### config.mk
export PLATFORM = sky130hd
export DESIGN_NAME = buffered_input_capture_timer
export DESIGN_NICKNAME = d
export VERILOG_FILES = /design/src/shared/ect_pkg.sv /design/src/shared/chan_if.sv /design/src/core/capture_channel.sv /design/src/core/buffered_input_capture_timer.sv
export VERILOG_INCLUDE_DIRS = /design/src /design/src/shared
export SDC_FILE = /design/constraint.sdc
export NUM_CORES = 1
export LEC_CHECK = 0
export ABC_AREA = 1
export BUFFER_PORTS_ARGS = -buffer_cell sky130_fd_sc_hd__buf_2
export CAP_MARGIN = 20
export CORE_ASPECT_RATIO = 2
export CORE_MARGIN = 1
export CORE_UTILIZATION = 55
export CTS_BUF_LIST = sky130_fd_sc_hd__clkbuf_16
export CTS_CLUSTER_DIAMETER = 200
export CTS_CLUSTER_SIZE = 10
export DETAILED_ROUTE_END_ITERATION = 8
export GPL_TIMING_DRIVEN = 0
export PLACE_DENSITY = 0.84
export RECOVER_POWER = 25
export SETUP_SLACK_MARGIN = 0.02
export SYNTH_ARGS = -nofsm -noshare
export SYNTH_HDL_FRONTEND = slang
export SYNTH_SLANG_ARGS = --single-unit
### constraint.sdc
create_clock -name sys_clk -period 3.1 [get_ports sys_clk]
set_input_delay 0.62 -clock sys_clk [delete_from_list [all_inputs] [get_ports sys_clk]]
set_output_delay 0.62 -clock sys_clk [all_outputs]
set_load 0.03 [all_outputs]
### src/shared/ect_defs.svh
// Constants for the buffered input capture timer
`ifndef ECT_DEFS_SVH
`define ECT_DEFS_SVH
`define CNT_W 16
`define PACC_W 8
`define NUM_CH 8
`define NUM_BUF 4
`define CNT_RST 16'h0000
`define PACC_RST 8'h00
`define FLAG_RST 8'h00
// Glitch filter lengths in sys_clk cycles, one per delay selection
`define DLY_OFF 5'h01
`define DLY_SHORT 5'h04
`define DLY_MID 5'h08
`define DLY_LONG 5'h10
// Modulus prescaler tap masks: divide by 1, 4, 8, 16
`define MOD_DIV1 4'h0
`define MOD_DIV4 4'h3
`define MOD_DIV8 4'h7
`define MOD_DIV16 4'hf
`endif

### src/shared/ect_pkg.sv
// Types shared by the capture timer modules
package ect_pkg;
    typedef enum logic [1:0] {EDGE_OFF, EDGE_RISE, EDGE_FALL, EDGE_ANY} edge_mode_t;
    typedef logic [15:0] count_t;
endpackage : ect_pkg

### src/shared/chan_if.sv
// Signals between the timer core and one capture channel
`timescale 1ns/100ps
interface chan_if;
    import ect_pkg::*;
    logic pin;
    edge_mode_t edge_mode;
    logic [1:0] delay_sel;
    logic is_capture;
    logic no_overwrite;
    logic queue_mode;
    logic latch_evt;
    logic cap_read;
    logic hold_read;
    count_t counter;
    logic active_edge;
    logic event_hit;
    count_t cap_value;
    count_t hold_value;
    modport ctrl (output pin, edge_mode, delay_sel, is_capture, no_overwrite, queue_mode,
        latch_evt, cap_read, hold_read, counter, input active_edge, event_hit, cap_value,
        hold_value);
    modport chan (input pin, edge_mode, delay_sel, is_capture, no_overwrite, queue_mode,
        latch_evt, cap_read, hold_read, counter, output active_edge, event_hit, cap_value,
        hold_value);
endinterface : chan_if

### src/core/capture_channel.sv
// One capture channel: glitch filter, edge detect, capture and holding register
`timescale 1ns/100ps
`include "ect_defs.svh"
module capture_channel import ect_pkg::*; #(
    parameter bit BUFFERED = 1'b0
) (
    input wire logic sys_clk,
    input wire logic rst_b,
    chan_if.chan ch
);
    logic [4:0] dly_q, dly_d, need;
    logic filt_q, filt_d, rise, fall, accept;
    logic cap_full_q, cap_full_d, hold_full_q, hold_full_d;
    count_t cap_q, cap_d, hold_q, hold_d;

    // Delay counter: the pin must hold a new level for the selected time
    always_comb begin
        case (ch.delay_sel)
            2'h0: need = `DLY_OFF;
            2'h1: need = `DLY_SHORT;
            2'h2: need = `DLY_MID;
            default: need = `DLY_LONG;
        endcase
        filt_d = filt_q;
        dly_d = 5'h00;
        if (ch.pin != filt_q) begin
            if (dly_q + 5'h01 >= need) begin
                filt_d = ch.pin;
            end else begin
                dly_d = dly_q + 5'h01;
            end
        end
        rise = filt_d & ~filt_q;
        fall = ~filt_d & filt_q;
        ch.active_edge = (rise && (ch.edge_mode == EDGE_RISE || ch.edge_mode == EDGE_ANY)) ||
            (fall && (ch.edge_mode == EDGE_FALL || ch.edge_mode == EDGE_ANY));
    end

    // Capture, latch and queue transfers; reads mark registers empty
    always_comb begin
        cap_d = cap_q;
        hold_d = hold_q;
        cap_full_d = cap_full_q & ~ch.cap_read;
        hold_full_d = hold_full_q & ~ch.hold_read;
        accept = 1'b0;
        if (BUFFERED && ch.latch_evt && cap_full_q && !(ch.no_overwrite && hold_full_d)) begin
            hold_d = cap_q;
            hold_full_d = 1'b1;
            cap_full_d = 1'b0;
        end
        if (ch.is_capture && ch.active_edge) begin
            if (BUFFERED && ch.queue_mode) begin
                if (!ch.no_overwrite || !cap_full_d) begin
                    accept = 1'b1;
                    if (cap_full_d || !ch.no_overwrite) begin
                        hold_d = cap_q;
                        hold_full_d = 1'b1;
                    end
                end else if (!hold_full_d) begin
                    accept = 1'b1;
                    hold_d = cap_q;
                    hold_full_d = 1'b1;
                end
            end else if (!ch.no_overwrite || !cap_full_d) begin
                accept = 1'b1;
            end
        end
        if (accept) begin
            cap_d = ch.counter;
            cap_full_d = 1'b1;
        end
        ch.event_hit = accept;
    end

    // Channel state registers
    always_ff @(posedge sys_clk or negedge rst_b) begin
        if (!rst_b) begin
            dly_q <= 5'h00;
            filt_q <= 1'b0;
            cap_q <= `CNT_RST;
            hold_q <= `CNT_RST;
            cap_full_q <= 1'b0;
            hold_full_q <= 1'b0;
        end else begin
            dly_q <= dly_d;
            filt_q <= filt_d;
            cap_q <= cap_d;
            hold_q <= BUFFERED ? hold_d : `CNT_RST;
            cap_full_q <= cap_full_d;
            hold_full_q <= BUFFERED ? hold_full_d : 1'b0;
        end
    end

    assign ch.cap_value = cap_q;
    assign ch.hold_value = hold_q;

    ////////////////////////////////////////////////////////////////////////////////
    chk_cap_store: assert property (@(posedge sys_clk) disable iff (!rst_b)
        ch.event_hit |=> (cap_q == $past(ch.counter)))
        else $error("capture register missed the counter value");
    chk_novw_keep: assert property (@(posedge sys_clk) disable iff (!rst_b)
        (ch.no_overwrite && cap_full_q && !ch.cap_read && !ch.latch_evt
        && !(BUFFERED && ch.queue_mode))
        |=> $stable(cap_q))
        else $error("full capture register overwritten");
    chk_queue_shift: assert property (@(posedge sys_clk) disable iff (!rst_b)
        (BUFFERED && ch.queue_mode && !ch.no_overwrite && ch.event_hit)
        |=> (hold_q == $past(cap_q)))
        else $error("queue shift into holding register missing");
    chk_read_empty: assert property (@(posedge sys_clk) disable iff (!rst_b)
        (ch.cap_read && !ch.event_hit) ##1 (ch.is_capture && ch.active_edge && ch.no_overwrite
        && !(BUFFERED && ch.queue_mode)) |-> ch.event_hit)
        else $error("read capture register not treated as empty");
endmodule : capture_channel

### src/core/buffered_input_capture_timer.sv
// Input capture timer core: counters, flags, pulse accumulators, eight channels
`timescale 1ns/100ps
`include "ect_defs.svh"
module buffered_input_capture_timer import ect_pkg::*; #(
    parameter int NUM_CH = `NUM_CH,
    parameter int NUM_BUF = `NUM_BUF
) (
    input wire logic sys_clk,
    input wire logic rst_b,
    input wire logic [NUM_CH-1:0] capture_pin,
    input wire logic [NUM_CH-1:0] capture_compare_select_reg,
    input wire logic [NUM_CH-1:0] overwrite_control_reg,
    input wire logic [2*NUM_CH-1:0] edge_mode,
    input wire logic [1:0] delay_sel,
    input wire logic latch_queue_select,
    input wire logic force_latch_bit,
    input wire logic main_enable,
    input wire logic [2:0] main_presc_sel,
    input wire logic mod_enable,
    input wire logic mod_periodic,
    input wire logic [1:0] mod_presc_sel,
    input wire logic [15:0] mod_load_value,
    input wire logic mod_load_wr,
    input wire logic mod_flag_clr,
    input wire logic [1:0] pacc_pair16,
    input wire logic pacc_saturate,
    input wire logic [NUM_CH-1:0] cap_read,
    input wire logic [NUM_BUF-1:0] hold_read,
    input wire logic flag_reg_read,
    input wire logic flag_write,
    input wire logic [NUM_CH-1:0] flag_write_data,
    output logic [15:0] main_count_q,
    output logic [15:0] mod_count_q,
    output logic mod_flag_q,
    output logic [NUM_CH-1:0] channel_flag_reg,
    output count_t [NUM_CH-1:0] channel_value_registers,
    output count_t [NUM_BUF-1:0] hold_value,
    output logic [NUM_BUF-1:0][7:0] pacc_q,
    output logic [NUM_BUF-1:0][7:0] pacc_hold_q
);
    logic [6:0] main_pre_q, main_pre_d, main_mask;
    logic [15:0] main_count_d, mod_count_d;
    logic [3:0] mod_pre_q, mod_pre_d, mod_mask;
    logic main_tick, mod_tick, zero_evt, latch_evt, mod_flag_d;
    logic [NUM_CH-1:0] flag_d, armed_q, armed_d, ev_vec, clr_mask;
    logic [NUM_BUF-1:0] pa_edge, pa_xfer;
    logic [NUM_BUF-1:0][7:0] pacc_d, pacc_hold_d;

    ////////////////////////////////////////////////////////////////////////////////
    // Main counter: tick when the selected low prescaler bits are all ones
    always_comb begin
        main_mask = 7'((8'h01 << main_presc_sel) - 8'h01);
        main_tick = main_enable && ((main_pre_q & main_mask) == main_mask);
        main_pre_d = main_enable ? (main_pre_q + 7'h01) : main_pre_q;
        main_count_d = main_tick ? (main_count_q + 16'h0001) : main_count_q;
    end

    // Modulus down-counter with its own prescaler and zero event
    always_comb begin
        case (mod_presc_sel)
            2'h0: mod_mask = `MOD_DIV1;
            2'h1: mod_mask = `MOD_DIV4;
            2'h2: mod_mask = `MOD_DIV8;
            default: mod_mask = `MOD_DIV16;
        endcase
        mod_tick = mod_enable && ((mod_pre_q & mod_mask) == mod_mask);
        mod_pre_d = mod_enable ? (mod_pre_q + 4'h1) : mod_pre_q;
        mod_count_d = mod_count_q;
        zero_evt = 1'b0;
        if (mod_load_wr) begin
            mod_count_d = mod_load_value;
            mod_pre_d = 4'h0;
        end else if (mod_tick && mod_count_q != 16'h0000) begin
            mod_count_d = mod_count_q - 16'h0001;
            if (mod_count_q == 16'h0001) begin
                zero_evt = 1'b1;
                if (mod_periodic) begin
                    mod_count_d = mod_load_value;
                end
            end
        end
        mod_flag_d = (mod_flag_q & ~mod_flag_clr) | zero_evt;
        latch_evt = latch_queue_select && (zero_evt || force_latch_bit ||
            (mod_load_wr && mod_load_value == 16'h0000));
    end

    // Event flags: a read arms the set bits, a later write of ones clears them
    always_comb begin
        clr_mask = flag_write ? (flag_write_data & armed_q) : '0;
        flag_d = (channel_flag_reg & ~clr_mask) | ev_vec;
        armed_d = flag_reg_read ? channel_flag_reg : (flag_write ? '0 : armed_q);
    end

    // Pulse accumulators: 8-bit each, pairs chain into 16 bits
    always_comb begin
        logic [15:0] wide;
        wide = 16'h0000;
        pacc_d = pacc_q;
        pacc_hold_d = pacc_hold_q;
        for (int j = 0; j < NUM_BUF; j++) begin
            pa_xfer[j] = latch_evt || (!latch_queue_select && hold_read[j]);
            if (pa_xfer[j]) begin
                pacc_hold_d[j] = pacc_q[j];
                pacc_d[j] = `PACC_RST;
            end else if (pa_edge[j] && !(pacc_saturate && pacc_q[j] == 8'hff)) begin
                pacc_d[j] = pacc_q[j] + 8'h01;
            end
        end
        for (int p = 0; p < NUM_BUF / 2; p++) begin
            if (pacc_pair16[p]) begin
                wide = {pacc_q[2*p+1], pacc_q[2*p]};
                if (pa_xfer[2*p] || pa_xfer[2*p+1]) begin
                    pacc_hold_d[2*p] = pacc_q[2*p];
                    pacc_hold_d[2*p+1] = pacc_q[2*p+1];
                    wide = 16'h0000;
                end else if (pa_edge[2*p] && !(pacc_saturate && wide == 16'hffff)) begin
                    wide = wide + 16'h0001;
                end
                pacc_d[2*p] = wide[7:0];
                pacc_d[2*p+1] = wide[15:8];
            end
        end
    end

    ////////////////////////////////////////////////////////////////////////////////
    // Core state registers
    always_ff @(posedge sys_clk or negedge rst_b) begin
        if (!rst_b) begin
            main_pre_q <= 7'h00;
            main_count_q <= `CNT_RST;
            mod_pre_q <= 4'h0;
            mod_count_q <= `CNT_RST;
            mod_flag_q <= 1'b0;
            channel_flag_reg <= `FLAG_RST;
            armed_q <= `FLAG_RST;
            pacc_q <= '0;
            pacc_hold_q <= '0;
        end else begin
            main_pre_q <= main_pre_d;
            main_count_q <= main_count_d;
            mod_pre_q <= mod_pre_d;
            mod_count_q <= mod_count_d;
            mod_flag_q <= mod_flag_d;
            channel_flag_reg <= flag_d;
            armed_q <= armed_d;
            pacc_q <= pacc_d;
            pacc_hold_q <= pacc_hold_d;
        end
    end

    ////////////////////////////////////////////////////////////////////////////////
    // Eight channels; the first four carry holding registers
    chan_if chi [NUM_CH] ();
    for (genvar g = 0; g < NUM_CH; g++) begin : g_ch
        assign chi[g].pin = capture_pin[g];
        assign chi[g].edge_mode = edge_mode_t'(edge_mode[2*g +: 2]);
        assign chi[g].delay_sel = delay_sel;
        assign chi[g].is_capture = ~capture_compare_select_reg[g];
        assign chi[g].no_overwrite = overwrite_control_reg[g];
        assign chi[g].queue_mode = ~latch_queue_select;
        assign chi[g].latch_evt = latch_evt;
        assign chi[g].cap_read = cap_read[g];
        assign chi[g].counter = main_count_q;
        assign ev_vec[g] = chi[g].event_hit;
        assign channel_value_registers[g] = chi[g].cap_value;
        if (g < NUM_BUF) begin : g_buf
            assign chi[g].hold_read = hold_read[g];
            assign hold_value[g] = chi[g].hold_value;
            assign pa_edge[g] = chi[g].active_edge;
        end else begin : g_plain
            assign chi[g].hold_read = 1'b0;
        end
        capture_channel #(.BUFFERED(g < NUM_BUF)) u_chan (
            .sys_clk(sys_clk),
            .rst_b(rst_b),
            .ch(chi[g])
        );
    end

    ////////////////////////////////////////////////////////////////////////////////
    chk_flag_set: assert property (@(posedge sys_clk) disable iff (!rst_b)
        (ev_vec != '0) |=> ((channel_flag_reg & $past(ev_vec)) == $past(ev_vec)))
        else $error("accepted capture did not set its flag");
    chk_flag_clear: assert property (@(posedge sys_clk) disable iff (!rst_b)
        1'b1 |=> ((~channel_flag_reg & $past(channel_flag_reg) & ~$past(clr_mask)) == '0))
        else $error("flag cleared without read and write-one");
    chk_main_tick: assert property (@(posedge sys_clk) disable iff (!rst_b)
        main_tick |=> (main_count_q == $past(main_count_q) + 16'h0001))
        else $error("main counter did not advance on prescaler tick");
    chk_mod_reload: assert property (@(posedge sys_clk) disable iff (!rst_b)
        (zero_evt && mod_periodic) |=> (mod_count_q == $past(mod_load_value)) && mod_flag_q)
        else $error("modulus reload or flag missing");
    chk_pacc_xfer: assert property (@(posedge sys_clk) disable iff (!rst_b)
        (pa_xfer[0] && !pacc_pair16[0]) |=> (pacc_q[0] == 8'h00) &&
        (pacc_hold_q[0] == $past(pacc_q[0])))
        else $error("accumulator transfer failed");
    chk_mod_step: assert property (@(posedge sys_clk) disable iff (!rst_b)
        (mod_tick && !mod_load_wr && mod_count_q > 16'h0001)
        |=> (mod_count_q == $past(mod_count_q) - 16'h0001))
        else $error("modulus counter did not step down on its tick");
endmodule : buffered_input_capture_timer

==> flow_summary.toml <==
[floorplanning]
die_w_um = 132
ioPinCount = 394
rows = 94
die-area_mm2 = 0.0345
start_util_pct = 56.0
fp.dieH_um = 262
core_mm2 = 0.0330

[logic_synthesis]
synth_area_per_cell_um2 = 8.39
synthesis.nets = 2355
ys_ff_latch = 376
yosysWarnings = 0
syn_area_mm2 = 0.0185
netlist_instances = 2208
synthArstFlopShare_pct = 100
synth_flop_cell = "dfrtp_1"
synth.distinct_cells = 60
ys_seq_area_share_pct = 50.8
synth_edf_count = 0

[sta]
worstMarginPinSlew_ns = 1.82
fin_crit_sh_pct = 93.5
skew_ns = 0.0174
finalMaxSlewViolations = 67
period_minus_slack_ns = 2.90
whs_ns = 0.250
rsz0062_at_grt = "false"
setup-tns-final_ns = 0
setup_viol = 0
hold_viol = 0
fmax_mhz = 345
relSlewSlack_pct = -21.2

[power_and_ir_drop]
power.leakage_nw = 11.7
max-vdd-ir-drop_v = 0.000659
p_per_area_mw_per_mm2 = 871

[clocking]
cts_buffer_depth = 3
cts_max_level = 2
ctsHoldBuffers = 0
cts_root_buf = "clkbuf_16"
clkSlewWorstSetupHoldPaths_ns = 0.05
clock_sinks = 376
clk_latency_ns = 0.56
tritoncts = "built"
cts_inserted_buffers = 43

[global_route]
grt_pass1_vias = 17619
globalRouteOverflowTotal = 0
grt_pass1_wl_um = 91400
grt.total_usage_pct = 34.0
antenna_found_initial = 2
grt_max_degree = 130

[worst_setup_path]
cp_data_arrival_time_ns = 3.30
crit_path_end_kind = "register"
worstPathCellList = "ha_2 -> nand3_1 -> xor2_1 -> inv_1 -> ha_4 -> nand2_2 -> o21a_1 -> o311ai_4 -> nand2_2 -> nor2_4 -> nand2_4 -> inv_4 -> nand2_1 -> nand2_2 -> inv_2 -> buf_4 -> nand2_1 -> o21ai_0"
cp.required_ns = 3.50
cp_slowest_stage_delay_ns = 0.40
startpoint_type = "register"
cp_max_fo = 10
cp_slowest_cell = "dfrtp_1"
crit_type = "reg2reg"
crit_top_cell = "nand2_2"

[placement]
post-dp-hpwl_um = 43600
place_congestion = 0.947
port-buffer-count = 388

[route]
wire_per_inst_um = 18.9
drt_iter0_drc = 1053
route.vias.total = 17201
drc = 0
first_pass_iters = 5
drt_wl_total_um = 58500
via_per_inst = 5.57
antenna_left = 0

[final_layout]
ff_latch_area_mm2 = 0.00941
largest_register_ffs = 128
fill_cells = 2689
drive_above_1_share_pct = 21.8
final_nets = 2799
area_growth_pct = 21.0
final_common_cell = "nand2_1"
post-route-util_pct = 67.8
multi_input_area_mm2 = 0.00804
final_cell_mix = "nand2_1 (604), buf_2 (404), dfrtp_1 (376)"

[min_path]
hold_class = "in2reg"

[run_status]
status = "finished with violations"
violations = "max-capacitance violations, max-slew violations"

[flow_run]
max_cap_viol_count = 1
[metal layers]
metal,GRT usage [%],vias to the layer above,wire length (um)
li1,-,8027,-
met1,34.6,8195,19900
met2,61.9,736,30400
met3,5.65,243,3360
met4,26.4,0,4810
met5,0,-,0
[critical path, delay by kind of cell, from the launching register on]
kind,cells,cell delay [ns]
AOI/OAI and AO/OA,3,0.37
and+or+nand+nor,8,0.81
buffers and inverters,4,0.43
DFF,1,0.40
xor gates and xnor gates,1,0.22
adders and majority gates,2,0.50
[per-stage QoR]
step / cell area (um^2) / worst slack, ns / power [mW] / std cells
3_3_place_gp: 21000 / -5.71 / 14.5 / 3028
2_1_floorplan: 18500 / 0.344 / 12.1 / 2208
4_1_cts: 22300 / 0.0166 / 19.4 / 3080
3_5_place_dp: 21100 / -0.627 / 14.8 / 3031
5_1_grt: 22400 / 0.0210 / 20.4 / 3087
6_report: 22400 / 0.201 / 19.5 / 3087
[cell usage after synthesis (8+ instances only)]
cell type  count  area share (%)
nand4_1       20            0.68
xor2_1        64             3.0
o21a_1        11            0.45
nand2_1      609              12
ha_1          50             3.4
buf_2         22            0.59
o21ai_1       49             1.3
dfrtp_1      376              51
a21oi_1       38             1.0
nand3_1      132             3.6
nand2_2       12            0.41
inv_1        202             4.1
inv_2         15            0.30
o211ai_1      10            0.41
xnor2_1       11            0.52
nor2_1       180             3.6
nor2_2        10            0.34
o21ai_2        8            0.38
o21ai_0      227             6.1
clkbuf_1      31            0.63
nor3_1        13            0.35
[power breakdown]
| part | switching (mW) | internal [mW] |
|---|---|---|
| Combinational | 5.48 | 2.11 |
| Clock | 1.98 | 2.55 |
| Sequential | 1.12 | 6.27 |
[area by class of cell]
cell class	instances	area share [%]
clock inverters	4	0.352
inverters	221	3.71
clock buffers	43	4.80
flip-flops and latches	376	42.0
multi-input cells	1548	35.9
well taps	432	2.41
plain buffers	62	1.55
repair buffers	400	9.28
diodes	1	0.0112
[cells by family (layout without fill, tap and decap cells)]
kind of cell	Yosys count	after routing	synth area share [%]
compound gates	385	385	11.7
xor+xnor	75	75	3.55
fa+ha+maj	50	50	3.38
buf+inv	284	730	6.27
flops	376	376	50.8
mux	5	5	0.304
other cells	0	1	0
simple gates	1033	1033	24.0
[final timing paths]
check	from	endpoint	slack, ns	cells after the start
min in group asynchronous	rst_b	g_ch[6].u_chan.ch.cap_value[2]$_DFFE_PN0P_	0.54	1
max in group asynchronous	rst_b	g_ch[3].u_chan.ch.hold_value[9]$_DFF_PN0_	0.43	3
hold reg to reg	pacc_hold_q[8]$_DFF_PN0_	pacc_hold_q[8]$_DFF_PN0_	0.48	2
setup reg to reg	g_ch[3].u_chan.dly_q[0]$_DFF_PN0_	g_ch[3].u_chan.ch.cap_value[12]$_DFFE_PN0P_	0.20	18
hold / removal	mod_flag_clr	mod_flag_q$_DFF_PN0_	0.25	2
setup / recovery	g_ch[3].u_chan.dly_q[0]$_DFF_PN0_	g_ch[3].u_chan.ch.cap_value[12]$_DFFE_PN0P_	0.20	18
[timing repair]
item	4_1_cts	5_1_grt
setup endpoints to repair	44	126
resized for setup	6	35
buffers inserted	2	7
pin swaps	3	4
Note: power is estimated with default switching activity, not from simulation.
